[config.mk]
export PLATFORM = sky130hd
export DESIGN_NAME = xpt_ctrl
export DESIGN_NICKNAME = d
export VERILOG_FILES = /design/src/inc/xpt_ctrl_pkg.sv /design/src/core/xpt_ctrl.sv
export SDC_FILE = /design/constraint.sdc
export NUM_CORES = 1
export LEC_CHECK = 0
export ABC_AREA = 1
export BUFFER_PORTS_ARGS = -buffer_cell sky130_fd_sc_hd__buf_2
export CAP_MARGIN = 20
export CORE_UTILIZATION = 55
export CTS_CLUSTER_SIZE = 16
export DETAILED_ROUTE_END_ITERATION = 16
export GPL_TIMING_DRIVEN = 0
export PLACE_DENSITY = 0.78
export RECOVER_POWER = 25
export SLEW_MARGIN = 25
export SYNTH_ARGS = -nofsm -noshare
export SYNTH_HDL_FRONTEND = slang
export SYNTH_SLANG_ARGS = --single-unit
[constraint.sdc]
create_clock -name mclk_i -period 1.49 [get_ports mclk_i]
set_input_delay 0.2235 -clock mclk_i [delete_from_list [all_inputs] [get_ports mclk_i]]
set_output_delay 0.2235 -clock mclk_i [all_outputs]
set_load 0.1 [all_outputs]
[src/inc/xpt_ctrl_pkg.sv]
// constants and carrier types for the alternate-mode crosspoint control block
// Contract
// - four-level select strap picks control mode
// - shared clock pin: orientation or serial clock
// - shared data pin: usb control or serial data
// - pin mode: altmode control enables video lanes
// - serial mode: altmode pin ignored, register decides
// - hot plug low over 2ms kills video
// - aux pair to sideband, swapped by orientation
// - address bit from video eq strap bit0
// - address bit from downstream usb eq bit0
// - upstream eq straps pick gain, capped 11dB
// - downstream eq straps pick downstream gain
// - video eq straps pick video gain
// - operate only while enable input high
// - transmit pairs direction follows routing
// - routing covers assignments C, D and E
// - pin mode routing from two controls
// - both controls low in pin mode: shutdown
package xpt_ctrl_pkg;

    // four-level strap codes
    typedef enum logic [1:0] {
        LVL_ZERO = 2'h0,
        LVL_RES = 2'h1,
        LVL_FLOAT = 2'h2,
        LVL_ONE = 2'h3
    } strap_lvl_type;

    // control mode decoded from the select strap
    typedef enum logic [1:0] {
        MODE_PIN = 2'h0,
        MODE_TEST = 2'h1,
        MODE_SER_1V8 = 2'h3,
        MODE_SER_3V3 = 2'h2
    } ctl_mode_type;

    // lane routing, gray along off -> usb -> usb+2 -> 4 lanes
    typedef enum logic [1:0] {
        ROUTE_OFF = 2'h0,
        ROUTE_USB = 2'h1,
        ROUTE_USB_DP2 = 2'h3,
        ROUTE_DP4 = 2'h2
    } route_type;

    // all equalizer straps travel together, one four-level code per strap
    typedef struct packed {
        logic [1:0] up_usb_eq_b1;
        logic [1:0] up_usb_eq_b0;
        logic [1:0] down_usb_eq_b1;
        logic [1:0] down_usb_eq_b0;
        logic [1:0] video_eq_b1;
        logic [1:0] video_eq_b0;
    } eq_straps_type;

    // gain codes, 4 bits each
    typedef struct packed {
        logic [3:0] up_gain;
        logic [3:0] down_gain;
        logic [3:0] video_gain;
    } eq_gain_type;

    // lane enables driven toward the analog side
    typedef struct packed {
        logic [3:0] video_lane_en;
        logic up_usb_en;
        logic down_usb_en;
        logic tx_pairs_are_inputs;
        logic aux_sbu_closed;
        logic aux_swap;
    } lane_ctl_type;

    // hot plug timeout
    localparam int HPD_TIMEOUT_US = 2000;
    localparam int CLK_MHZ = 25;
    localparam int HPD_TIMEOUT_CYC = HPD_TIMEOUT_US * CLK_MHZ;

    // gain cap on upstream usb path, in tenths of dB
    localparam int UP_GAIN_MAX_DB10 = 110;
    localparam int GAIN_STEP_DB10 = 10;
    localparam logic [3:0] UP_GAIN_MAX_CODE = 4'(UP_GAIN_MAX_DB10 / GAIN_STEP_DB10);

    // address base and bit positions of the strap-driven bits
    localparam logic [6:0] ADDR_BASE = 7'h44;
    localparam int ADDR_BIT_A0 = 0;
    localparam int ADDR_BIT_A1 = 1;

    // video lane enable patterns
    localparam logic [3:0] LANES_OFF = 4'h0;
    localparam logic [3:0] LANES_ALL = 4'hf;
    localparam logic [3:0] LANES_LOW2 = 4'h3;

endpackage

[src/core/xpt_ctrl.sv]
// control logic of the alternate-mode crosspoint switch
`timescale 1ns/1ps
module xpt_ctrl #(
    parameter int HPD_TIMEOUT_CYC = xpt_ctrl_pkg::HPD_TIMEOUT_CYC
) (
    // clock and reset
    input wire logic mclk_i,
    input wire logic rst_b_i,
    // device enable pin
    input wire logic dev_en_i,
    // straps
    input wire logic [1:0] prog_sel_i,
    input wire xpt_ctrl_pkg::eq_straps_type eq_straps_i,
    // shared and dedicated control pins
    input wire logic orient_or_serial_clk_i,
    input wire logic usb_ctl_or_serial_data_i,
    input wire logic altmode_ctl_i,
    input wire logic hot_plug_in_i,
    // settings from the serial target's register file
    input wire logic ser_video_en_i,
    input wire logic ser_usb_en_i,
    input wire logic ser_flip_i,
    // to the serial target
    output logic serial_en_o,
    output logic serial_1v8_o,
    output logic test_mode_o,
    output logic serial_clk_o,
    output logic serial_data_o,
    output logic [6:0] target_addr_o,
    // to the analog lanes
    output xpt_ctrl_pkg::route_type route_o,
    output xpt_ctrl_pkg::lane_ctl_type lane_ctl_o,
    output xpt_ctrl_pkg::eq_gain_type eq_gain_o,
    output logic hpd_timed_out_o
);

    // overview of the data flow through this block
    // every pin and every register-file input crosses two flops first
    // the select strap and the equalizer straps are then latched once
    // latching happens on the first cycle the synced enable reads high
    // while enabled the latched copies never move, so a strap that
    // wanders on the board cannot retune a running link
    // the select strap decides between pin control and the serial target
    // pin control: shared clock pin is orientation, shared data pin is
    // the usb path control, and the altmode pin gates the video lanes
    // serial control: both shared pins go to the serial target and the
    // altmode pin is ignored; routing comes from register-file settings
    // routing is registered, one cycle after the synced inputs settle
    // lane enables are decoded from the same next-route value so route
    // and lanes change on the same edge, except video lanes on hot plug expiry
    // the hot plug timer counts synced low cycles while running
    // it saturates at the limit, so a long unplug cannot wrap it
    // on expiry only the video lanes drop; aux to sideband stays closed
    // so the sink can still talk over aux and bring hot plug back
    // a high hot plug clears the timer at once and lanes come back on
    // the next edge that sees the expiry gone
    // the address and gain outputs read only the latched straps
    // gains are a plain index of the two codes of each strap pair
    // the upstream gain is clamped rather than wrapped at its cap
    // limitation: strap codes are trusted as delivered; the analog
    // four-level slicer is outside this block
    // limitation: serial settings arrive as plain ports, the serial
    // target itself and its register file live elsewhere
    // trade-off: each output is a flop, which costs one cycle of
    // latency but keeps glitches away from the analog switches
    // latency from a pin change to route_o is three edges in all
    // latency from a pin change to the serial pass-through is three
    // enable low forces route off within four edges
    // the serial pass-through lines idle high whenever the pins are
    // not owned by the serial target, like a released bus
    // level flags for the serial target are only shown while running
    // so a disabled part never advertises a serial level
    // reset is synchronous and active low; every flop has a constant
    // reset value, and nothing leaves reset before the sync chain fills
    // first flop of each synchroniser feeds only the second one
    // the timeout length is a parameter so benches can shorten it
    // widths come from the package so the carriers stay in one place
    // clock enables only on the strap latch and the saturating timer; others run on every edge

    // timer must fit its counter and be at least one cycle
    localparam int CNT_W = $clog2(HPD_TIMEOUT_CYC + 1);
    initial begin
        if (HPD_TIMEOUT_CYC < 1) begin
            $error("hot plug timeout must be at least one cycle");
        end
    end

    // two-flop synchronisers for every pin input
    // seven single pins, the select strap, then all equalizer codes
    localparam int NSYNC = 7 + 2 + $bits(xpt_ctrl_pkg::eq_straps_type);
    logic [NSYNC-1:0] pin_raw;
    logic [NSYNC-1:0] sync1_reg;
    logic [NSYNC-1:0] sync2_reg;
    assign pin_raw = {dev_en_i, orient_or_serial_clk_i, usb_ctl_or_serial_data_i,
                      altmode_ctl_i, hot_plug_in_i, ser_video_en_i, ser_usb_en_i,
                      prog_sel_i, eq_straps_i};

    // first flop feeds only the second
    always_ff @(posedge mclk_i) begin
        if (!rst_b_i) begin
            sync1_reg <= '0;
            sync2_reg <= '0;
        end else begin
            sync1_reg <= pin_raw;
            sync2_reg <= sync1_reg;
        end
    end

    // synchronised views
    logic en_s;
    logic orient_s;
    logic usbctl_s;
    logic altctl_s;
    logic hpd_s;
    logic ser_vid_s;
    logic ser_usb_s;
    logic [1:0] sel_s;
    xpt_ctrl_pkg::eq_straps_type eq_s;
    assign {en_s, orient_s, usbctl_s, altctl_s, hpd_s, ser_vid_s, ser_usb_s,
            sel_s, eq_s} = sync2_reg;

    // flip from the register file is a level, but cross anyway
    logic flip1_reg;
    logic flip2_reg;
    always_ff @(posedge mclk_i) begin
        if (!rst_b_i) begin
            flip1_reg <= 1'b0;
            flip2_reg <= 1'b0;
        end else begin
            flip1_reg <= ser_flip_i;
            flip2_reg <= flip1_reg;
        end
    end

    // enable tracking; pull-down means an idle pin reads disabled
    logic en_prev_reg;
    logic run_reg;
    always_ff @(posedge mclk_i) begin
        if (!rst_b_i) begin
            en_prev_reg <= 1'b0;
            run_reg <= 1'b0;
        end else begin
            en_prev_reg <= en_s;
            run_reg <= en_s;
        end
    end

    // latch straps on the rising enable; held while running
    logic strap_take;
    logic [1:0] sel_reg;
    xpt_ctrl_pkg::eq_straps_type eq_reg;
    assign strap_take = en_s && !en_prev_reg;
    always_ff @(posedge mclk_i) begin
        if (!rst_b_i) begin
            sel_reg <= 2'h0;
            eq_reg <= '0;
        end else if (strap_take) begin
            sel_reg <= sel_s;
            eq_reg <= eq_s;
        end
    end

    // mode decode of the select strap
    xpt_ctrl_pkg::ctl_mode_type mode;
    always_comb begin
        unique case (xpt_ctrl_pkg::strap_lvl_type'(sel_reg))
            xpt_ctrl_pkg::LVL_ZERO: mode = xpt_ctrl_pkg::MODE_PIN;
            xpt_ctrl_pkg::LVL_RES: mode = xpt_ctrl_pkg::MODE_TEST;
            xpt_ctrl_pkg::LVL_FLOAT: mode = xpt_ctrl_pkg::MODE_SER_1V8;
            xpt_ctrl_pkg::LVL_ONE: mode = xpt_ctrl_pkg::MODE_SER_3V3;
        endcase
    end
    logic pin_mode;
    assign pin_mode = (mode == xpt_ctrl_pkg::MODE_PIN);

    // serial-side outputs and pin sharing
    always_ff @(posedge mclk_i) begin
        if (!rst_b_i) begin
            serial_en_o <= 1'b0;
            serial_1v8_o <= 1'b0;
            test_mode_o <= 1'b0;
            serial_clk_o <= 1'b1;
            serial_data_o <= 1'b1;
        end else begin
            serial_en_o <= run_reg && !pin_mode;
            // level flags only while running, never from a stale latch
            serial_1v8_o <= run_reg && (mode == xpt_ctrl_pkg::MODE_SER_1V8);
            test_mode_o <= run_reg && (mode == xpt_ctrl_pkg::MODE_TEST);
            // idle-high bus whenever the serial target does not own the pins
            serial_clk_o <= (run_reg && !pin_mode) ? orient_s : 1'b1;
            serial_data_o <= (run_reg && !pin_mode) ? usbctl_s : 1'b1;
        end
    end

    // address from strap bit 0 of video and downstream eq
    always_ff @(posedge mclk_i) begin
        if (!rst_b_i) begin
            target_addr_o <= xpt_ctrl_pkg::ADDR_BASE;
        end else begin
            target_addr_o <= xpt_ctrl_pkg::ADDR_BASE;
            // bit 0 of a four-level strap is taken as its low code bit
            target_addr_o[xpt_ctrl_pkg::ADDR_BIT_A1] <= eq_reg.video_eq_b0[0];
            target_addr_o[xpt_ctrl_pkg::ADDR_BIT_A0] <= eq_reg.down_usb_eq_b0[0];
        end
    end

    // hot plug low timer; restarts whenever the input is high
    logic [CNT_W-1:0] hpd_cnt_reg;
    always_ff @(posedge mclk_i) begin
        if (!rst_b_i) begin
            hpd_cnt_reg <= '0;
        end else if (hpd_s || !run_reg) begin
            hpd_cnt_reg <= '0;
        end else if (hpd_cnt_reg != CNT_W'(HPD_TIMEOUT_CYC)) begin
            hpd_cnt_reg <= hpd_cnt_reg + CNT_W'(1);
        end
    end
    // "longer than" the limit: expired once the count equals the limit
    logic hpd_expired;
    assign hpd_expired = (hpd_cnt_reg == CNT_W'(HPD_TIMEOUT_CYC)) && !hpd_s;

    // route selection
    logic vid_en;
    logic usb_en;
    xpt_ctrl_pkg::route_type route_next;
    assign vid_en = pin_mode ? altctl_s : ser_vid_s;
    assign usb_en = pin_mode ? usbctl_s : ser_usb_s;
    always_comb begin
        if (!run_reg) begin
            route_next = xpt_ctrl_pkg::ROUTE_OFF;
        end else begin
            unique case ({vid_en, usb_en})
                2'b01: route_next = xpt_ctrl_pkg::ROUTE_USB;
                2'b11: route_next = xpt_ctrl_pkg::ROUTE_USB_DP2;
                2'b10: route_next = xpt_ctrl_pkg::ROUTE_DP4;
                2'b00: route_next = xpt_ctrl_pkg::ROUTE_OFF;
            endcase
        end
    end

    // registered routing
    always_ff @(posedge mclk_i) begin
        if (!rst_b_i) begin
            route_o <= xpt_ctrl_pkg::ROUTE_OFF;
        end else begin
            route_o <= route_next;
        end
    end

    // lane enables, aux switch and orientation
    logic flip;
    assign flip = pin_mode ? orient_s : flip2_reg;
    always_ff @(posedge mclk_i) begin
        if (!rst_b_i) begin
            lane_ctl_o <= '0;
        end else begin
            unique case (route_next)
                xpt_ctrl_pkg::ROUTE_DP4: lane_ctl_o.video_lane_en <= xpt_ctrl_pkg::LANES_ALL;
                xpt_ctrl_pkg::ROUTE_USB_DP2: lane_ctl_o.video_lane_en <= xpt_ctrl_pkg::LANES_LOW2;
                default: lane_ctl_o.video_lane_en <= xpt_ctrl_pkg::LANES_OFF;
            endcase
            if (hpd_expired) begin
                lane_ctl_o.video_lane_en <= xpt_ctrl_pkg::LANES_OFF;
            end
            lane_ctl_o.up_usb_en <= (route_next == xpt_ctrl_pkg::ROUTE_USB)
                || (route_next == xpt_ctrl_pkg::ROUTE_USB_DP2);
            lane_ctl_o.down_usb_en <= (route_next == xpt_ctrl_pkg::ROUTE_USB)
                || (route_next == xpt_ctrl_pkg::ROUTE_USB_DP2);
            // both tx pairs carry video only in four-lane routing
            lane_ctl_o.tx_pairs_are_inputs <= (route_next == xpt_ctrl_pkg::ROUTE_DP4);
            // aux stays closed even after a hot plug timeout
            lane_ctl_o.aux_sbu_closed <= (route_next == xpt_ctrl_pkg::ROUTE_DP4)
                || (route_next == xpt_ctrl_pkg::ROUTE_USB_DP2);
            lane_ctl_o.aux_swap <= flip;
        end
    end

    // timeout flag for observation
    always_ff @(posedge mclk_i) begin
        if (!rst_b_i) begin
            hpd_timed_out_o <= 1'b0;
        end else begin
            hpd_timed_out_o <= hpd_expired;
        end
    end

    // gain code: two four-level straps form a 4-bit index
    function automatic logic [3:0] gain_of(input logic [1:0] b1, input logic [1:0] b0);
        gain_of = {b1, b0};
    endfunction

    // equalizer gains from latched straps
    logic [3:0] up_raw;
    // both upstream straps, each a full four-level code
    assign up_raw = gain_of(eq_reg.up_usb_eq_b1, eq_reg.up_usb_eq_b0);
    always_ff @(posedge mclk_i) begin
        if (!rst_b_i) begin
            eq_gain_o <= '0;
        end else begin
            // cap the upstream path rather than wrap
            eq_gain_o.up_gain <= (up_raw > xpt_ctrl_pkg::UP_GAIN_MAX_CODE)
                ? xpt_ctrl_pkg::UP_GAIN_MAX_CODE : up_raw;
            eq_gain_o.down_gain <= gain_of(eq_reg.down_usb_eq_b1, eq_reg.down_usb_eq_b0);
            eq_gain_o.video_gain <= gain_of(eq_reg.video_eq_b1, eq_reg.video_eq_b0);
        end
    end

endmodule

==> results.md, run 1 <==
* Mapped Cells at 433
* Fin. Hold Viols at 0
* Worst Skew at 0.00809 ns
* Setup-failing EPs final at 0
* Buf+Inv Stages, Crit Path at 2
* Top-count cell post-synth: dfxtp_1
* WL final at 5490 um
* Core ar. at 6030 um^2
* Placed insts at 564
* Worst skew pair latency at 0.36 ns
* Fraction of layout cells with a size suffix above 1 at 21.4%
* Per-cell routed wire length at 9.46 um
* CTS H-tree lvls at 3
* Fillers at 510
* Drc violations at 0
* Root Driver: clkbuf_8
* Top-area cell type share of the netlist area at 57.1%
* CP Class: register to output pin
* RSZ-0062 raised after global routing: false
* Crit-path max FO at 3
* Hpwl dp at 4080 um
* Worst EP arrival at 1.21 ns
* Final ANT Viol Nets at 0
* Delay of the slowest critical-path stage at 0.41 ns
* Sinks on the clock net at 100
* Leakage power figure at 0.00217 uW
* Register area share after synthesis at 57.1%
* Hold_buf cts at 0
* Synthesized cell area at 3510 um^2
* Yosys cell types at 29
* GRT Residual Overflow at 0
* Yosys reg bits at 100
* Placement Rows at 28
* Die area at 6700 um^2
* Number of synthesized flops with an enable pin at 0
* Via count at 2,565
* Post_cts resized at 0
* First-pass GRT wire length at 9340 um
* Max-slew violation count at 0
* Longest Clk Path Bufs at 2
* Hold slack at 0.0401 ns
* R2R setup slack at 0.15 ns
* I/O Buffers at 53
* FMAX at 697 MHz
* DR iter-0 viols at 116
* Total negative slack at 0 ns
* Run status: complete, no violations
* CP Cell Sequence: buf_4 > buf_2
* Syn_area_per_cell at 8.10 um^2
* Tcrit/Tclk final at 96.3%
* Drt pass-1 iters at 4
* Tmin final at 1.44 ns
* Initial antenna violation count at 0
* Antenna Cells at 0
* Area grow syn2layout at 15.9%
* Fin cells at 580
* Synth async-reset ratio at 0%
* Dominant cell type by area after synthesis: dfxtp_1
* Top cells by area, synth: dfxtp_1 57%, nand2_1 9.6%, inv_1 9.1%
* Critical Path Sink Type: output pin
* Largest net degree at the start of global routing at 19
* Yosys warns at 0
* Die span in y at 81.9 um
* Max-cap viol count at 0
* Initial Util at 58.2%
* Vias in the first global route at 2,237
* Slowest stage cell, crit path: buf_2
* Top cells by count, synth: 100 x dfxtp_1, 90 x nand2_1, 85 x inv_1
* Post-CTS Setup Bufs at 0
* Overall Global Routing Usage at 18.7%
* Startpoint types: register
* Largest delay share family, worst path: buffers and inverters
* Worst Path Required at 1.27 ns
* Pwr Density at 1160 nW/um^2
* IO Pins at 60
* Worst min path class: primary input to register
* Vias per cell at 4.42
* Die Wd at 81.9 um
* Clock Pin Slew Worst Setup and Hold Paths at 0.10 ns
* Main synth FF type: dfxtp_1
* GP Congestion at 0.851
* CTS buffer count at 9
* Worst vdd ir at 0.767 mV
* CTS tree: done
* Final #Nets at 526
## through the flow
| step | power [uW] | area [um^2] | utilization [%] | worst slack, ns |
|---|---|---|---|---|
| after global routing | 4940 | 4070 | 67.5 | 0.00263 |
| final | 4730 | 4070 | 67.5 | 0.0550 |
| after global placement | 3220 | 3880 | 64.5 | 0.130 |
| after detailed placement | 3230 | 3880 | 64.5 | 0.109 |
| after CTS | 4780 | 4070 | 67.5 | 0.0375 |
| after floorplan | 3150 | 3530 | - | 0.234 |
## metal layers
metal / global-route usage (%) / vias up / share of wire, %
li1: - / 1400 / -
met1: 21.5 / 1099 / 45
met2: 32.4 / 60 / 48
met3: 5.67 / 6 / 5.6
met4: 7.37 / 0 / 1.4
met5: 0 / - / 0
## worst register-to-register path: cells and delay by family, from the launching register on
family,cells,cell delay (ns)
AND/OR/NAND/NOR,7,0.64
adder cells (fa/ha/maj),1,0.22
flip-flops,1,0.38
## logic make-up after synthesis
family          Yosys count  share of synthesized area [%]
compound gates           40                           5.88
other cells               2                          0.214
buf+inv                 110                           13.2
simple gates            176                           22.2
fa+ha+maj                 2                          0.713
flops                   100                           57.1
xor+xnor                  3                          0.749
## cell type report
class                      instances  area, um^2  area share, %
multi-input combinational        226        1060           26.0
buffer                            21         125           3.08
sequential                       100        2010           49.4
clock inverter                     7        60.1           1.48
tap                               75        93.8           2.31
clock buffer                       9         124           3.05
inverter                          89         334           8.21
timing repair buffer              53         265           6.52
## worst paths after layout
check | start | endpoint | cells after the start
setup / recovery | route_o[0] | route_o[0] | 2
hold / removal | eq_straps_i[2] | sync1_reg[2] | 3
setup reg to reg | hpd_cnt_reg[0] | hpd_cnt_reg[14] | 8
hold reg to reg | sync1_reg[0] | sync2_reg[0] | 2
## power by group
part / leakage (uW) / internal [uW] / switching, uW / total, uW
combinational: 0.00126 / 93.0 / 284 / 377
sequential: 0.000820 / 2760 / 30.1 / 2790
clock: 0.0000927 / 629 / 931 / 1560
## cell usage in the layout, fill, tap and decap left out, drive strengths merged, types with 2 or more instances in the layout
master	instances
dfxtp	100
nand2	95
inv	91
buf	68
nor2	54
o21ai	20
a21oi	17
nand3	16
clkbuf	15
nor3	5
conb	5
clkinv	4
nand4	3
xor2	3
ha	2
(Power assumes the default switching activity.)
==> inputs of run 2 (changes only) <==
ABC_AREA = not set   (was 1)
CORE_UTILIZATION = 54   (was 55)
PLACE_DENSITY = 0.77   (was 0.78)
==> results.md, run 2 <==
* Run status: finished, violations left
* Failing checks: negative setup slack
* I/O Buffers at 53 (unchanged)
* Sinks on the clock net at 100 (unchanged)
* Area grow syn2layout at 26.1%
* CP Class: register to register
* Die span in y at 81.3 um (-0.64%)
* Clock Pin Slew Worst Setup and Hold Paths at 0.10 ns (about the same)
* Dominant cell type by area after synthesis: dfxtp_1
* Worst skew pair latency at 0.37 ns (about the same)
* Synthesized cell area at 3400 um^2 (-3.1%)
* CTS tree: done
* Vias in the first global route at 2,186 (-2.3%)
* Hold slack at 0.0527 ns (+0.0126 ns)
* Pwr Density at 1160 nW/um^2 (-0.34%)
* Total negative slack at -0.348 ns (-0.348 ns)
* WL final at 6670 um (+22%)
* FMAX at 624 MHz (-10%)
* Top cells by count, synth: 100 x dfxtp_1, 56 x and2_1, 43 x nand2_1
* Overall Global Routing Usage at 21.4% (+2.6 points)
* Reg2reg start: hpd_cnt_reg[11]
* Vias per cell at 5.02 (+13%)
* Die Wd at 81.3 um (-0.64%)
* Placement Rows at 28 (unchanged)
* Worst slack at placement at -0.187 ns (-0.296 ns)
* Fraction of layout cells with a size suffix above 1 at 32.8% (+11 points)
* Crit path from: hpd_cnt_reg[11]
* Crit-path max FO at 6 (+3)
* Max-slew violation count at 0 (unchanged)
* RSZ-0062 raised after global routing: true
* Worst vdd ir at 0.908 mV (+18%)
* R2R Path End: hpd_cnt_reg[1]
* Largest net degree at the start of global routing at 18 (-1)
* Fillers at 432 (-15%)
* Max-cap viol count at 0 (unchanged)
* Post-Place Cell Area at 3780 um^2 (-2.6%)
* Hpwl dp at 4120 um (+0.91%)
* Reg2reg path depth at 4 (-4)
* Most common cell after layout, fill and taps aside: dfxtp_1
* Register area share after synthesis at 58.9% (+1.8 points)
* Final #Nets at 445 (-15%)
* Yosys reg bits at 100 (unchanged)
* Top-area cell type share of the netlist area at 58.9% (+1.8 points)
* Core ar. at 5990 um^2 (-0.58%)
* Initial Util at 56.7% (-1.5 points)
* Total power at 4960 uW (+5.0%)
* Top cells by area, synth: dfxtp_1 59%, and2_1 10%, nand2_1 4.7%
* DR iter-0 viols at 126 (+8.6%)
* Leakage power figure at 0.00175 uW (-19%)
* CTS buffer count at 9 (unchanged)
* Mapped Cells at 338 (-22%)
* Root Driver: clkbuf_8
* Tmin final at 1.60 ns (+0.167 ns)
* Worst EP arrival at 1.89 ns (+0.68 ns)
* Drt pass-1 iters at 4 (unchanged)
* Drc violations at 0 (unchanged)
* Worst min path class: primary input to register
* Main synth FF type: dfxtp_1
* CTS H-tree lvls at 3 (unchanged)
* Fin. Hold Viols at 0 (unchanged)
* Per-cell routed wire length at 13.4 um (+41%)
* Syn_area_per_cell at 10.1 um^2 (+24%)
* R2R setup slack at -0.11 ns (-0.26 ns)
* Startpoint types: register
* Setup-failing EPs final at 6 (+6)
* Total area of sequential cells at 2040 um^2 (+1.4%)
* Via count at 2,503 (-2.4%)
* Critical path destination: hpd_cnt_reg[1]
* GRT Residual Overflow at 0 (unchanged)
* Critical Path Sink Type: register
* First-pass GRT wire length at 10,200 um (+9.7%)
* Number of synthesized flops with an enable pin at 0 (unchanged)
* Top-count cell post-synth: dfxtp_1
* Yosys cell types at 41 (+41%)
* Multi-input logic area at 1350 um^2 (+27%)
* Antenna Cells at 0 (unchanged)
* Most frequent cells in the layout: 82 x dfxtp_1, 52 x buf_2, 43 x nand2_1
* GP Congestion at 0.877 (+3.0%)
* Final setup margin at -0.112 ns (-0.167 ns)
* Worst Skew at 0.0106 ns (+0.00254 ns)
* Hold_buf cts at 0 (unchanged)
* Final ANT Viol Nets at 0 (unchanged)
* Initial antenna violation count at 0 (unchanged)
* IO Pins at 60 (unchanged)
* Die area at 6620 um^2 (-1.3%)
* Worst Path Required at 1.78 ns (+0.51 ns)
* Longest Clk Path Bufs at 2 (unchanged)
* Tcrit/Tclk final at 107% (+11 points)
* Final instance area at 4290 um^2 (+5.4%)
* Yosys warns at 0 (unchanged)
* Synth async-reset ratio at 0% (unchanged)
run 2: worst max-delay path: stages (launching register included):
cell	delay, ns
dfxtp_2	0.36
or4_4	0.52
nor4_4	0.27
buf_4	0.18
mux2i_1	0.19
run 2: layer usage:
layer	up-vias	part of all wire [%]	track usage, %
li1	1267	-	-
met1	1166	45	25.6
met2	59	49	35.7
met3	11	3.5	4.72
met4	0	2.1	11.3
met5	-	0	0
run 2: how the worst min path moves through the flow:
stage,depth (start not counted),to,startpoint
final,2,sync1_reg[7],eq_straps_i[7]
after CTS,2,sync1_reg[2],eq_straps_i[2]
after global routing,2,sync1_reg[1],eq_straps_i[1]
after global placement,1,sync2_reg[20],sync1_reg[20]
after detailed placement,1,sync2_reg[11],sync1_reg[11]
after floorplan,1,flip1_reg,ser_flip_i
run 2: through the flow:
step / util, % / instances
floorplan: - / 341
global placement: 63.2 / 469
detailed placement: 63.2 / 469
CTS: 68.1 / 490
global route: 71.5 / 499
finish: 71.5 / 499
run 2: kinds of logic (layout without fill, tap and decap cells):
group           Yosys count  in the layout  share of synthesized area [%]
compound gates           39             39                           6.77
xor+xnor                  2              2                          0.515
fa+ha+maj                 2              2                          0.736
buf+inv                  35            118                           5.34
flops                   100            100                           58.9
mux                       6              6                           1.77
other cells               2              5                          0.221
simple gates            152            152                           25.8
run 2: power by group:
part	total (uW)	switching (uW)	leakage (uW)	internal, uW
Sequential	2750	19.8	0.000826	2730
Combinational	238	161	0.000808	76.8
Clock	1980	965	0.000119	1010
Total	4960	1150	0.00175	3820
run 2: area by class of cell:
| type | count | share of cell area, % |
|---|---|---|
| timing repair buffer | 68 | 9.11 |
| sequential | 100 | 47.5 |
| clock inverter | 6 | 2.19 |
| buffer | 24 | 3.50 |
| tap | 75 | 2.19 |
| multi-input combinational | 206 | 31.4 |
| inverter | 10 | 0.876 |
| clock buffer | 10 | 3.21 |
run 2: repair_timing:
action                     CTS  global route
buffers inserted             6             9
pin swaps                    5             9
gates resized for setup     11            38
setup endpoints to repair   12            28
==> inputs of run 3 (changes only) <==
PLACE_DENSITY = 0.82   (was 0.77)
==> results.md, run 3 (synthesis results as in run 2) <==
* Post-Place Cell Area at 3780 um^2 (unchanged)
* Slowest stage cell, crit path: or4_4
* Longest Clk Path Bufs at 2 (unchanged)
* Worst vdd ir at 0.820 mV (-9.8%)
* Delay of the slowest critical-path stage at 0.54 ns (+0.02 ns)
* Vias per cell at 5.07 (+1.1%)
* Startpoint types: register
* Final ANT Viol Nets at 0 (unchanged)
* Buf+Inv Stages, Crit Path at 1 (unchanged)
* Worst Max-Slew Pin Slew at 0.572 ns
* Crit-path max FO at 3 (-3)
* Drt pass-1 iters at 6 (+2)
* Root Driver: clkbuf_8
* Run status: finished, violations left
* Worst Skew at 0.00986 ns (-0.000773 ns)
* Drc violations at 0 (unchanged)
* Largest delay share family, worst path: simple AND/OR/NAND/NOR gates
* CP Cell Sequence: or4_4 > nor4_4 > buf_4 > mux2i_1
* Most common cell after layout, fill and taps aside: dfxtp_1
* Tmin final at 1.60 ns (-0.00155 ns)
* Total power at 4610 uW (-7.0%)
* RSZ-0062 raised after global routing: true
* Hpwl dp at 4270 um (+3.7%)
* Area grow syn2layout at 22.1%
* DR iter-0 viols at 188 (+49%)
* Relative slew margins at 61.8%
* Failing checks: negative setup slack
* Max-slew violation count at 0 (unchanged)
* Total negative slack at -0.377 ns (-0.0292 ns)
* IO Pins at 60 (unchanged)
* Largest net degree at the start of global routing at 20 (+2)
* Antenna Cells at 0 (unchanged)
* Die Wd at 81.3 um (unchanged)
* Overall Global Routing Usage at 21.1% (-0.32 points)
* Final #Nets at 440 (-1.1%)
* Final instance area at 4150 um^2 (-3.1%)
* Initial Util at 56.7% (unchanged)
* Fin. Hold Viols at 0 (unchanged)
* Final setup margin at -0.110 ns (+0.00155 ns)
* Placed insts at 469 (unchanged)
* CTS tree: done
* Pwr Density at 1110 nW/um^2 (-4.0%)
* Leakage power figure at 0.00167 uW (-5.0%)
* Via count at 2,504 (+0.040%)
* Vias in the first global route at 2,196 (+0.46%)
* CTS H-tree lvls at 3 (unchanged)
* Max-cap viol count at 0 (unchanged)
* Fin cells at 494 (-1.0%)
* Fraction of layout cells with a size suffix above 1 at 31.7% (-1.0 points)
* Worst skew pair latency at 0.36 ns (about the same)
* Per-cell routed wire length at 13.7 um (+2.4%)
* GP Congestion at 0.879 (+0.24%)
* FMAX at 625 MHz (about the same)
* Hold slack at 0.0582 ns (+0.00549 ns)
* Tcrit/Tclk final at 107% (about the same)
* Die span in y at 81.3 um (unchanged)
* Most frequent cells in the layout: 83 x dfxtp_1, 53 x buf_2, 43 x nand2_1, 43 x and2_1, 24 x buf_4
* CTS buffer count at 9 (unchanged)
* Initial antenna violation count at 0 (unchanged)
* Placement Rows at 28 (unchanged)
* Worst min path class: primary input to register
* GRT Residual Overflow at 0 (unchanged)
* Clock Pin Slew Worst Setup and Hold Paths at 0.10 ns (about the same)
* Worst Path Required at 1.77 ns (about the same)
* Sinks on the clock net at 100 (unchanged)
* Setup-failing EPs final at 7 (+1)
* WL final at 6760 um (+1.4%)
* I/O Buffers at 53 (unchanged)
* First-pass GRT wire length at 10,300 um (+0.54%)
* Core ar. at 5990 um^2 (unchanged)
* Worst EP arrival at 1.88 ns (about the same)
* CP Class: register to register
* Die area at 6620 um^2 (unchanged)
* Critical Path Sink Type: register
## run 3: cell types whose count changed in the layout (fill, tap and decap cells not counted), sizes merged
cell      previous run  this run
buf                 80        77
clkbuf              22        19
bufinv               2         0
clkinvlp             0         2
clkinv               2         3
## run 3: final timing paths
check	cells past startpoint	end	from	slack [ns]
hold reg to reg	1	sync2_reg[20]	sync1_reg[20]	0.43
hold / removal	2	sync1_reg[5]	eq_straps_i[5]	0.06
setup / recovery	4	hpd_cnt_reg[0]	hpd_cnt_reg[13]	-0.11
setup reg to reg	4	hpd_cnt_reg[0]	hpd_cnt_reg[13]	-0.11
## run 3: layout make-up
type                    count  area [um^2]
clock buffers               9          124
clock inverters             7         67.6
plain buffers              22          130
inverters                  10         37.5
fillers                   438         1840
multi-input cells         206         1300
well taps                  75         93.8
repair buffers             65          358
flip-flops and latches    100         2040
## run 3: what timing repair did
action                     in CTS  in global routing
pin swaps                       6                  5
buffers inserted                8                  4
setup endpoints to repair      15                 27
resized for setup              14                 25
hold buffers                    0                  0
## run 3: report_power, final
group	internal (uW)	leakage, uW	total, uW	switching [uW]
Clock	647	0.0000924	1630	986
Sequential	2720	0.000826	2740	19.9
Combinational	74.4	0.000747	237	163
## run 3: metal layers
metal	vias up	part of all wire, %	global-route usage (%)
met5	-	0	0
met4	0	2.0	10.2
met3	12	5.5	5.28
met2	77	50	34.4
met1	1158	42	25.8
li1	1257	-	-
## run 3: metrics by stage
step	utilization (%)	worst slack [ns]
finish	69.3	-0.110
floorplan	-	-0.0467
detailed placement	63.2	-0.231
global placement	63.2	-0.200
global route	69.3	-0.166
CTS	67.9	-0.104
